==> src/verilog/lcf_pkg.sv <==
// Register map, reset values and request carrier of the fault bank.
// Assumes a serial front end that turns host frames into byte requests.
package lcf_pkg;

  // ==========================================================
  // Register offsets
  localparam logic [7:0] OPEN_DET_MASK_CH16_23 = 8'h6C;
  localparam logic [7:0] OPEN_DET_MASK_CH24_31 = 8'h6D;
  localparam logic [7:0] OPEN_DET_MASK_CH32_35 = 8'h6E;
  localparam logic [7:0] SHORT_DET_MASK_CH0_7 = 8'h6F;
  localparam logic [7:0] SHORT_DET_MASK_CH8_15 = 8'h70;
  localparam logic [7:0] SHORT_DET_MASK_CH16_23 = 8'h71;
  localparam logic [7:0] SHORT_DET_MASK_CH24_31 = 8'h74;
  localparam logic [7:0] SHORT_DET_MASK_CH32_35 = 8'h75;
  localparam logic [7:0] OPEN_FAULT_STATUS_CH0_7 = 8'h76;
  localparam logic [7:0] OPEN_FAULT_STATUS_CH8_15 = 8'h77;
  localparam logic [7:0] OPEN_FAULT_STATUS_CH16_23 = 8'h78;
  localparam logic [7:0] OPEN_FAULT_STATUS_CH24_31 = 8'h79;

  // ==========================================================
  // Field layout and reset values
  localparam int NIBBLE_MSB = 3;
  localparam logic [7:0] RESET_BYTE = 8'h00;
  localparam logic [7:0] UNMAPPED_READ = 8'h00;

  // ==========================================================
  // Byte request from the serial front end
  typedef struct packed {
    logic wr;
    logic rd;
    logic [7:0] addr;
    logic [7:0] wdata;
  } lcf_reg_req_t;

endpackage : lcf_pkg

==> src/verilog/lcf_sticky_bank.sv <==
// Sticky per-channel fault status bits with detection masks.
// Assumes event, mask and clear are synchronous to sys_clk.
`timescale 1ns/100ps
module lcf_sticky_bank #(
  parameter int WIDTH = 32
) (
  input wire logic sys_clk,
  input wire logic rst,
  input wire logic [WIDTH-1:0] faultEvent,
  input wire logic [WIDTH-1:0] faultMask,
  input wire logic [WIDTH-1:0] faultClear,
  output logic [WIDTH-1:0] faultStatus
);

  // ==========================================================
  // Status update
  // Set beats clear so a fault in the clearing cycle survives
  wire logic [WIDTH-1:0] setVec = faultEvent & ~faultMask;
  wire logic [WIDTH-1:0] next_faultStatus =
    (faultStatus & ~faultClear) | setVec;

  generate
    if (WIDTH < 1) begin : g_bad
      $error("lcf_sticky_bank: WIDTH must be positive");
    end
  endgenerate

  always_ff @(posedge sys_clk) begin
    if (rst) begin
      faultStatus <= '0;
    end else begin
      faultStatus <= next_faultStatus;
    end
  end

endmodule : lcf_sticky_bank

==> src/verilog/lcf_fault_bank.sv <==
// Per-channel open/short mask registers and open fault status bytes.
// Assumes byte requests arrive one per cycle from the serial front end.
`timescale 1ns/100ps

// What this block does
// - Open mask byte 6C covers channels 16-23
// - Open mask byte 6D covers channels 24-31
// - Open mask 6E nibble, channels 32-35, reserved high
// - Open mask bit one means masked
// - Short mask byte 6F covers channels 0-7
// - Short mask byte 70 covers channels 8-15
// - Short mask byte 71 covers channels 16-23
// - Short mask byte 74 covers channels 24-31
// - Short mask 75 nibble, channels 32-35, reserved high
// - Short mask bit one means masked
// - Open fault byte 76 reports channels 0-7
// - Open fault byte 77 reports channels 8-15
// - Open fault byte 78 reports channels 16-23
// - Open fault byte 79 reports channels 24-31
// - Fault bit one means open detected
module lcf_fault_bank #(
  parameter int NUM_CH = 36
) (
  input wire logic sys_clk,
  input wire logic rst,
  input wire lcf_pkg::lcf_reg_req_t regReq,
  input wire logic [15:0] openMaskLow,
  input wire logic [35:0] openDetect,
  input wire logic [35:0] shortDetect,
  output logic [7:0] rdData,
  output logic rdValid,
  output logic [19:0] openMaskHigh,
  output logic [35:0] shortMask,
  output logic [31:0] openFaultStatus,
  output logic openFaultAny,
  output logic shortFaultAny
);

  generate
    if (NUM_CH != 36) begin : g_bad
      $error("lcf_fault_bank: map is fixed at 36 channels");
    end
  endgenerate

  // ==========================================================
  // Address decode
  function automatic logic hit(input logic [7:0] a, input logic [7:0] o);
    hit = (a == o);
  endfunction : hit

  wire logic wr = regReq.wr;
  wire logic rd = regReq.rd;
  wire logic [7:0] ad = regReq.addr;
  wire logic [7:0] wd = regReq.wdata;

  wire logic wrOm2 = wr && hit(ad, lcf_pkg::OPEN_DET_MASK_CH16_23);
  wire logic wrOm3 = wr && hit(ad, lcf_pkg::OPEN_DET_MASK_CH24_31);
  wire logic wrOm4 = wr && hit(ad, lcf_pkg::OPEN_DET_MASK_CH32_35);
  wire logic wrSm0 = wr && hit(ad, lcf_pkg::SHORT_DET_MASK_CH0_7);
  wire logic wrSm1 = wr && hit(ad, lcf_pkg::SHORT_DET_MASK_CH8_15);
  wire logic wrSm2 = wr && hit(ad, lcf_pkg::SHORT_DET_MASK_CH16_23);
  wire logic wrSm3 = wr && hit(ad, lcf_pkg::SHORT_DET_MASK_CH24_31);
  wire logic wrSm4 = wr && hit(ad, lcf_pkg::SHORT_DET_MASK_CH32_35);
  wire logic wrOf0 = wr && hit(ad, lcf_pkg::OPEN_FAULT_STATUS_CH0_7);
  wire logic wrOf1 = wr && hit(ad, lcf_pkg::OPEN_FAULT_STATUS_CH8_15);
  wire logic wrOf2 = wr && hit(ad, lcf_pkg::OPEN_FAULT_STATUS_CH16_23);
  wire logic wrOf3 = wr && hit(ad, lcf_pkg::OPEN_FAULT_STATUS_CH24_31);

  // ==========================================================
  // Mask registers
  wire logic [3:0] wdNib = wd[lcf_pkg::NIBBLE_MSB:0];
  wire logic [19:0] next_openMaskHigh = {
    wrOm4 ? wdNib : openMaskHigh[19:16],
    wrOm3 ? wd : openMaskHigh[15:8],
    wrOm2 ? wd : openMaskHigh[7:0]
  };
  wire logic [35:0] next_shortMask = {
    wrSm4 ? wdNib : shortMask[35:32],
    wrSm3 ? wd : shortMask[31:24],
    wrSm2 ? wd : shortMask[23:16],
    wrSm1 ? wd : shortMask[15:8],
    wrSm0 ? wd : shortMask[7:0]
  };

  always_ff @(posedge sys_clk) begin
    if (rst) begin
      openMaskHigh <= {{2{lcf_pkg::RESET_BYTE}}, lcf_pkg::RESET_BYTE[3:0]};
      shortMask <= {{4{lcf_pkg::RESET_BYTE}}, lcf_pkg::RESET_BYTE[3:0]};
    end else begin
      openMaskHigh <= next_openMaskHigh;
      shortMask <= next_shortMask;
    end
  end

  // ==========================================================
  // Open fault status
  // Writing a one clears that bit; a zero leaves it alone
  wire logic [31:0] openMaskAll = {openMaskHigh[15:0], openMaskLow};
  wire logic [31:0] statusClear = {
    wrOf3 ? wd : 8'h00, wrOf2 ? wd : 8'h00,
    wrOf1 ? wd : 8'h00, wrOf0 ? wd : 8'h00
  };

  lcf_sticky_bank #(
    .WIDTH(32)
  ) u_open_status (
    .sys_clk(sys_clk),
    .rst(rst),
    .faultEvent(openDetect[31:0]),
    .faultMask(openMaskAll),
    .faultClear(statusClear),
    .faultStatus(openFaultStatus)
  );

  // ==========================================================
  // Summaries
  // Channels 32-35 have no byte here, so they feed the summary live
  wire logic [3:0] openTopLive = openDetect[35:32] & ~openMaskHigh[19:16];
  wire logic next_openFaultAny = (|openFaultStatus) || (|openTopLive);
  wire logic next_shortFaultAny = |(shortDetect & ~shortMask);

  // ==========================================================
  // Read path
  wire logic [7:0] readMux =
    hit(ad, lcf_pkg::OPEN_DET_MASK_CH16_23) ? openMaskHigh[7:0] :
    hit(ad, lcf_pkg::OPEN_DET_MASK_CH24_31) ? openMaskHigh[15:8] :
    hit(ad, lcf_pkg::OPEN_DET_MASK_CH32_35) ?
      {4'h0, openMaskHigh[19:16]} :
    hit(ad, lcf_pkg::SHORT_DET_MASK_CH0_7) ? shortMask[7:0] :
    hit(ad, lcf_pkg::SHORT_DET_MASK_CH8_15) ? shortMask[15:8] :
    hit(ad, lcf_pkg::SHORT_DET_MASK_CH16_23) ? shortMask[23:16] :
    hit(ad, lcf_pkg::SHORT_DET_MASK_CH24_31) ? shortMask[31:24] :
    hit(ad, lcf_pkg::SHORT_DET_MASK_CH32_35) ?
      {4'h0, shortMask[35:32]} :
    hit(ad, lcf_pkg::OPEN_FAULT_STATUS_CH0_7) ?
      openFaultStatus[7:0] :
    hit(ad, lcf_pkg::OPEN_FAULT_STATUS_CH8_15) ?
      openFaultStatus[15:8] :
    hit(ad, lcf_pkg::OPEN_FAULT_STATUS_CH16_23) ?
      openFaultStatus[23:16] :
    hit(ad, lcf_pkg::OPEN_FAULT_STATUS_CH24_31) ?
      openFaultStatus[31:24] :
    lcf_pkg::UNMAPPED_READ;

  always_ff @(posedge sys_clk) begin
    if (rst) begin
      rdData <= lcf_pkg::RESET_BYTE;
      rdValid <= 1'b0;
      openFaultAny <= 1'b0;
      shortFaultAny <= 1'b0;
    end else begin
      rdData <= rd ? readMux : rdData;
      rdValid <= rd;
      openFaultAny <= next_openFaultAny;
      shortFaultAny <= next_shortFaultAny;
    end
  end
endmodule : lcf_fault_bank

==> config.mk <==
export PLATFORM = sky130hd
export DESIGN_NAME = lcf_fault_bank
export DESIGN_NICKNAME = d
export VERILOG_FILES = /design/src/verilog/lcf_pkg.sv /design/src/verilog/lcf_sticky_bank.sv /design/src/verilog/lcf_fault_bank.sv
export SDC_FILE = /design/constraint.sdc
export NUM_CORES = 1
export LEC_CHECK = 0
export ABC_AREA = 1
export BUFFER_PORTS_ARGS = -buffer_cell sky130_fd_sc_hd__buf_2
export CAP_MARGIN = 5
export CELL_PAD_IN_SITES_DETAIL_PLACEMENT = 0
export CELL_PAD_IN_SITES_GLOBAL_PLACEMENT = 1
export CORE_UTILIZATION = 36
export CTS_BUF_LIST = sky130_fd_sc_hd__clkbuf_2 sky130_fd_sc_hd__clkbuf_4 sky130_fd_sc_hd__clkbuf_8
export CTS_CLUSTER_SIZE = 28
export DETAILED_ROUTE_END_ITERATION = 12
export PLACE_DENSITY = 0.89
export SYNTH_ARGS = -nofsm -noshare
export SYNTH_HDL_FRONTEND = slang
export SYNTH_HIERARCHICAL = 1
export SYNTH_SLANG_ARGS = --single-unit
==> constraint.sdc <==
create_clock -name sys_clk -period 2.4 [get_ports sys_clk]
set_input_delay 0.48 -clock sys_clk [delete_from_list [all_inputs] [get_ports sys_clk]]
set_output_delay 0.48 -clock sys_clk [all_outputs]
set_load 0.05 [all_outputs]
==> impl_metrics.toml <==
[status]
status = "finished clean"

[place]
post-place-cells = 1151
place_congestion = 0.906
port_buffers = 206
dp_worst_setup_slack_ns = 0.218
dp_hpwl_mm = 14.7

[layout]
drive_gt1_share_pct = 25.0
nets = 1090
antenna_cells = 0
post-route-util_pct = 46.8
stdcell_count = 1167
mostFrequentLayoutCell = "buf_2"
syn2layout_area_growth_pct = 27.2
layout_common_cells = "206 x buf_2, 176 x nand2_1, 148 x inv_1, 99 x dfxtp_1, 91 x a21oi_1"

[sta]
tns_ns = 0
rsz0062_at_grt = "false"
skew_ns = 0.0170
max_freq_ghz = 0.556
post-route-min-period_ns = 1.80
setup_ws_ns = 0.600
hold_slack_ns = 0.306
finalHoldViolCount = 0
final.period_utilization_pct = 75.0
finalMaxSlewViolations = 0
slew_headroom_pct = 40.0
worstMarginPinSlew_ns = 0.899
setup_viol = 0

[power]
power_leakage_nw = 3.06
irDropWorstVdd_uv = 216
power.density_mw_per_mm2 = 543
p_int_mw = 2.44
swShare_pct = 30.7
sequentialPowerShare_pct = 49.4
power_switching_mw = 1.08
p_comb_share_pct = 14.7
p_clk_share_pct = 35.9

[clocking]
cts_sinks = 99
clk_pin_slew_ns = 0.11
post_cts_resized = 0
htreeDepth = 3
numCtsBuffers = 9
clockBufferDepth = 2
post-cts-setup-buffers = 0
clk_latency_ns = 0.41
cts_tree = "built"
ctsRootBufferMaster = "clkbuf_8"
cts_hold_buffers = 0

[floorplan]
die_w_um = 121
dieArea_sq_mm = 0.0147
die_h_um = 121
fp.coreArea_sq_mm = 0.0139
ioPinCount = 207
fp-row-count = 43
initial_core_util_pct = 36.8

[synth]
ys_warn_count = 6
synth_cells = 786
ys_types = 31
yosysTopAreaCellShare_pct = 38.8
syn_nets = 894
syn_avg_cell_area_sq_um = 6.49
yosysTopAreaCell = "dfxtp_1"
yosys-top-cells-area = "dfxtp_1 39%, nand2_1 13%, inv_1 11%"
synth-seq-cells = 99
syn-cell-area_sq_mm = 0.00510
yosysSeqAreaShare_pct = 38.8

[drt]
routedWlPerCell_um = 16.6
vias_per_cell = 5.09
num_vias = 5937
drtAntennaViolNets = 0
routed_wl_mm = 19.3
drt_pass1_iterations = 5
drc_errors = 0
first_iter_violations = 384

[setup_path]
arrival_ns = 2.06
critPathMaxFanout = 18
cp-end-kind = "flop"
cp_slowest_cell = "buf_4"
slowest_delay_ns = 0.20
critPathKind = "primary input to flop"
rrSetupSlack_ns = 0.86
critPathLaunchType = "primary input"
crit-reg2reg-capture = "rdData[1]$_SDFFE_PP0P_"
worstSetupStartpoint = "regReq[15]"
r2r_cells = 10
r2r_start = "u_open_status/faultStatus[17]$_SDFF_PP0_"
crit_chain = "buf_2 -> inv_1 -> nand2_1 -> nor2_1 -> buf_4 -> buf_4 -> nand3_1 -> nand2_1 -> nor2_1 -> nand3_1 -> o21ai_1 -> nand3_1 -> nor2_1 -> nand3b_1 -> nand2_1 -> a21oi_1"
cp.required_ns = 2.66

[global_route]
grt_max_degree = 72
grt_pass1_wl_mm = 29.6
track_usage_pct = 26.9
antenna_found_initial = 0
grt_remaining_overflow = 0
grt_pass1_vias = 5386

[hold_path]
hold_depth = 3
min_from = "openDetect[26]"
min_to = "u_open_status/faultStatus[26]$_SDFF_PP0_"
hp-class = "primary input to flop"

[job]
drv_cap = 0
power groups by stage:
| stage | Sequential, mW | Combinational (mW) | Clock, mW |
|---|---|---|---|
| after floorplan | 1.91 | 0.167 | 0 |
| after global placement | 1.78 | 0.512 | 0 |
| after detailed placement | 1.78 | 0.513 | 0 |
| after CTS | 1.74 | 0.514 | 1.28 |
| after global routing | 1.75 | 0.557 | 1.34 |
| final | 1.74 | 0.517 | 1.27 |
registers in the layout (all words and copies together), names as in the netlist:
signal                     count
rdData                         8
openFaultAny                   1
shortFaultAny                  1
shortMask                     36
openMaskHigh                  20
u_open_status/faultStatus     32
rdValid                        1
per-layer routing:
layer  global-route usage [%]  vias up  share of wire, %
met5                        0        -                 0
met4                     9.80        0               2.2
met3                     4.65       27               8.0
met2                     43.0      290                45
met1                     36.1     2699                45
li1                         -     2921                 -
how the worst max path moves through the flow:
stage	cells after the start	slack [ns]	endpoint
6_report	16	0.60	rdData[1]$_SDFFE_PP0P_
5_1_grt	14	0.43	rdData[3]$_SDFFE_PP0P_
4_1_cts	16	0.66	rdData[1]$_SDFFE_PP0P_
3_5_place_dp	16	0.22	rdData[1]$_SDFFE_PP0P_
3_3_place_gp	16	0.22	rdData[1]$_SDFFE_PP0P_
2_1_floorplan	11	0.71	rdData[4]$_SDFFE_PP0P_
cell usage after synthesis:
master / n
a211oi_1: 9
a21oi_1: 91
a221o_1: 1
a221oi_1: 7
a22o_1: 3
buf_2: 7
buf_4: 3
buf_6: 3
clkbuf_1: 14
clkinv_1: 1
dfxtp_1: 99
inv_1: 148
inv_2: 7
nand2_1: 176
nand2_2: 5
nand3_1: 50
nand3b_1: 1
nand4_1: 21
nor2_1: 63
nor2_2: 1
nor2_4: 2
nor3_2: 3
nor3_4: 1
nor4_1: 10
o2111ai_1: 1
o21ai_0: 40
o21ai_1: 11
o221ai_1: 1
o22ai_1: 5
o31ai_1: 1
or2_0: 1
kinds of logic (layout without fill, tap and decap cells):
logic type,Yosys count,count (layout),synth area share [%]
flops,99,99,38.8
simple gates,334,334,28.6
compound gates,170,170,18.3
buf+inv,183,384,14.3
area by class of cell:
| type | instances | area (sq um) |
|---|---|---|
| clock inverters | 7 | 108 |
| inverters | 156 | 586 |
| flip-flops and latches | 99 | 1980 |
| clock buffers | 9 | 124 |
| fillers | 1513 | 7390 |
| repair buffers | 212 | 1080 |
| well taps | 180 | 225 |
| multi-input cells | 504 | 2390 |
metrics by stage:
| step | area (sq um) | power [mW] |
|---|---|---|
| CTS | 6490 | 3.53 |
| detailed placement | 6260 | 2.29 |
| global placement | 6260 | 2.29 |
| global route | 6490 | 3.64 |
| floorplan | 5100 | 2.07 |
| finish | 6490 | 3.53 |
worst max-delay path: cells and delay by family:
family / cells / cell delay (ns)
simple gates: 10 / 0.90
buf+inv: 4 / 0.49
compound gates: 2 / 0.19
Power figures use the tool's default switching activity.
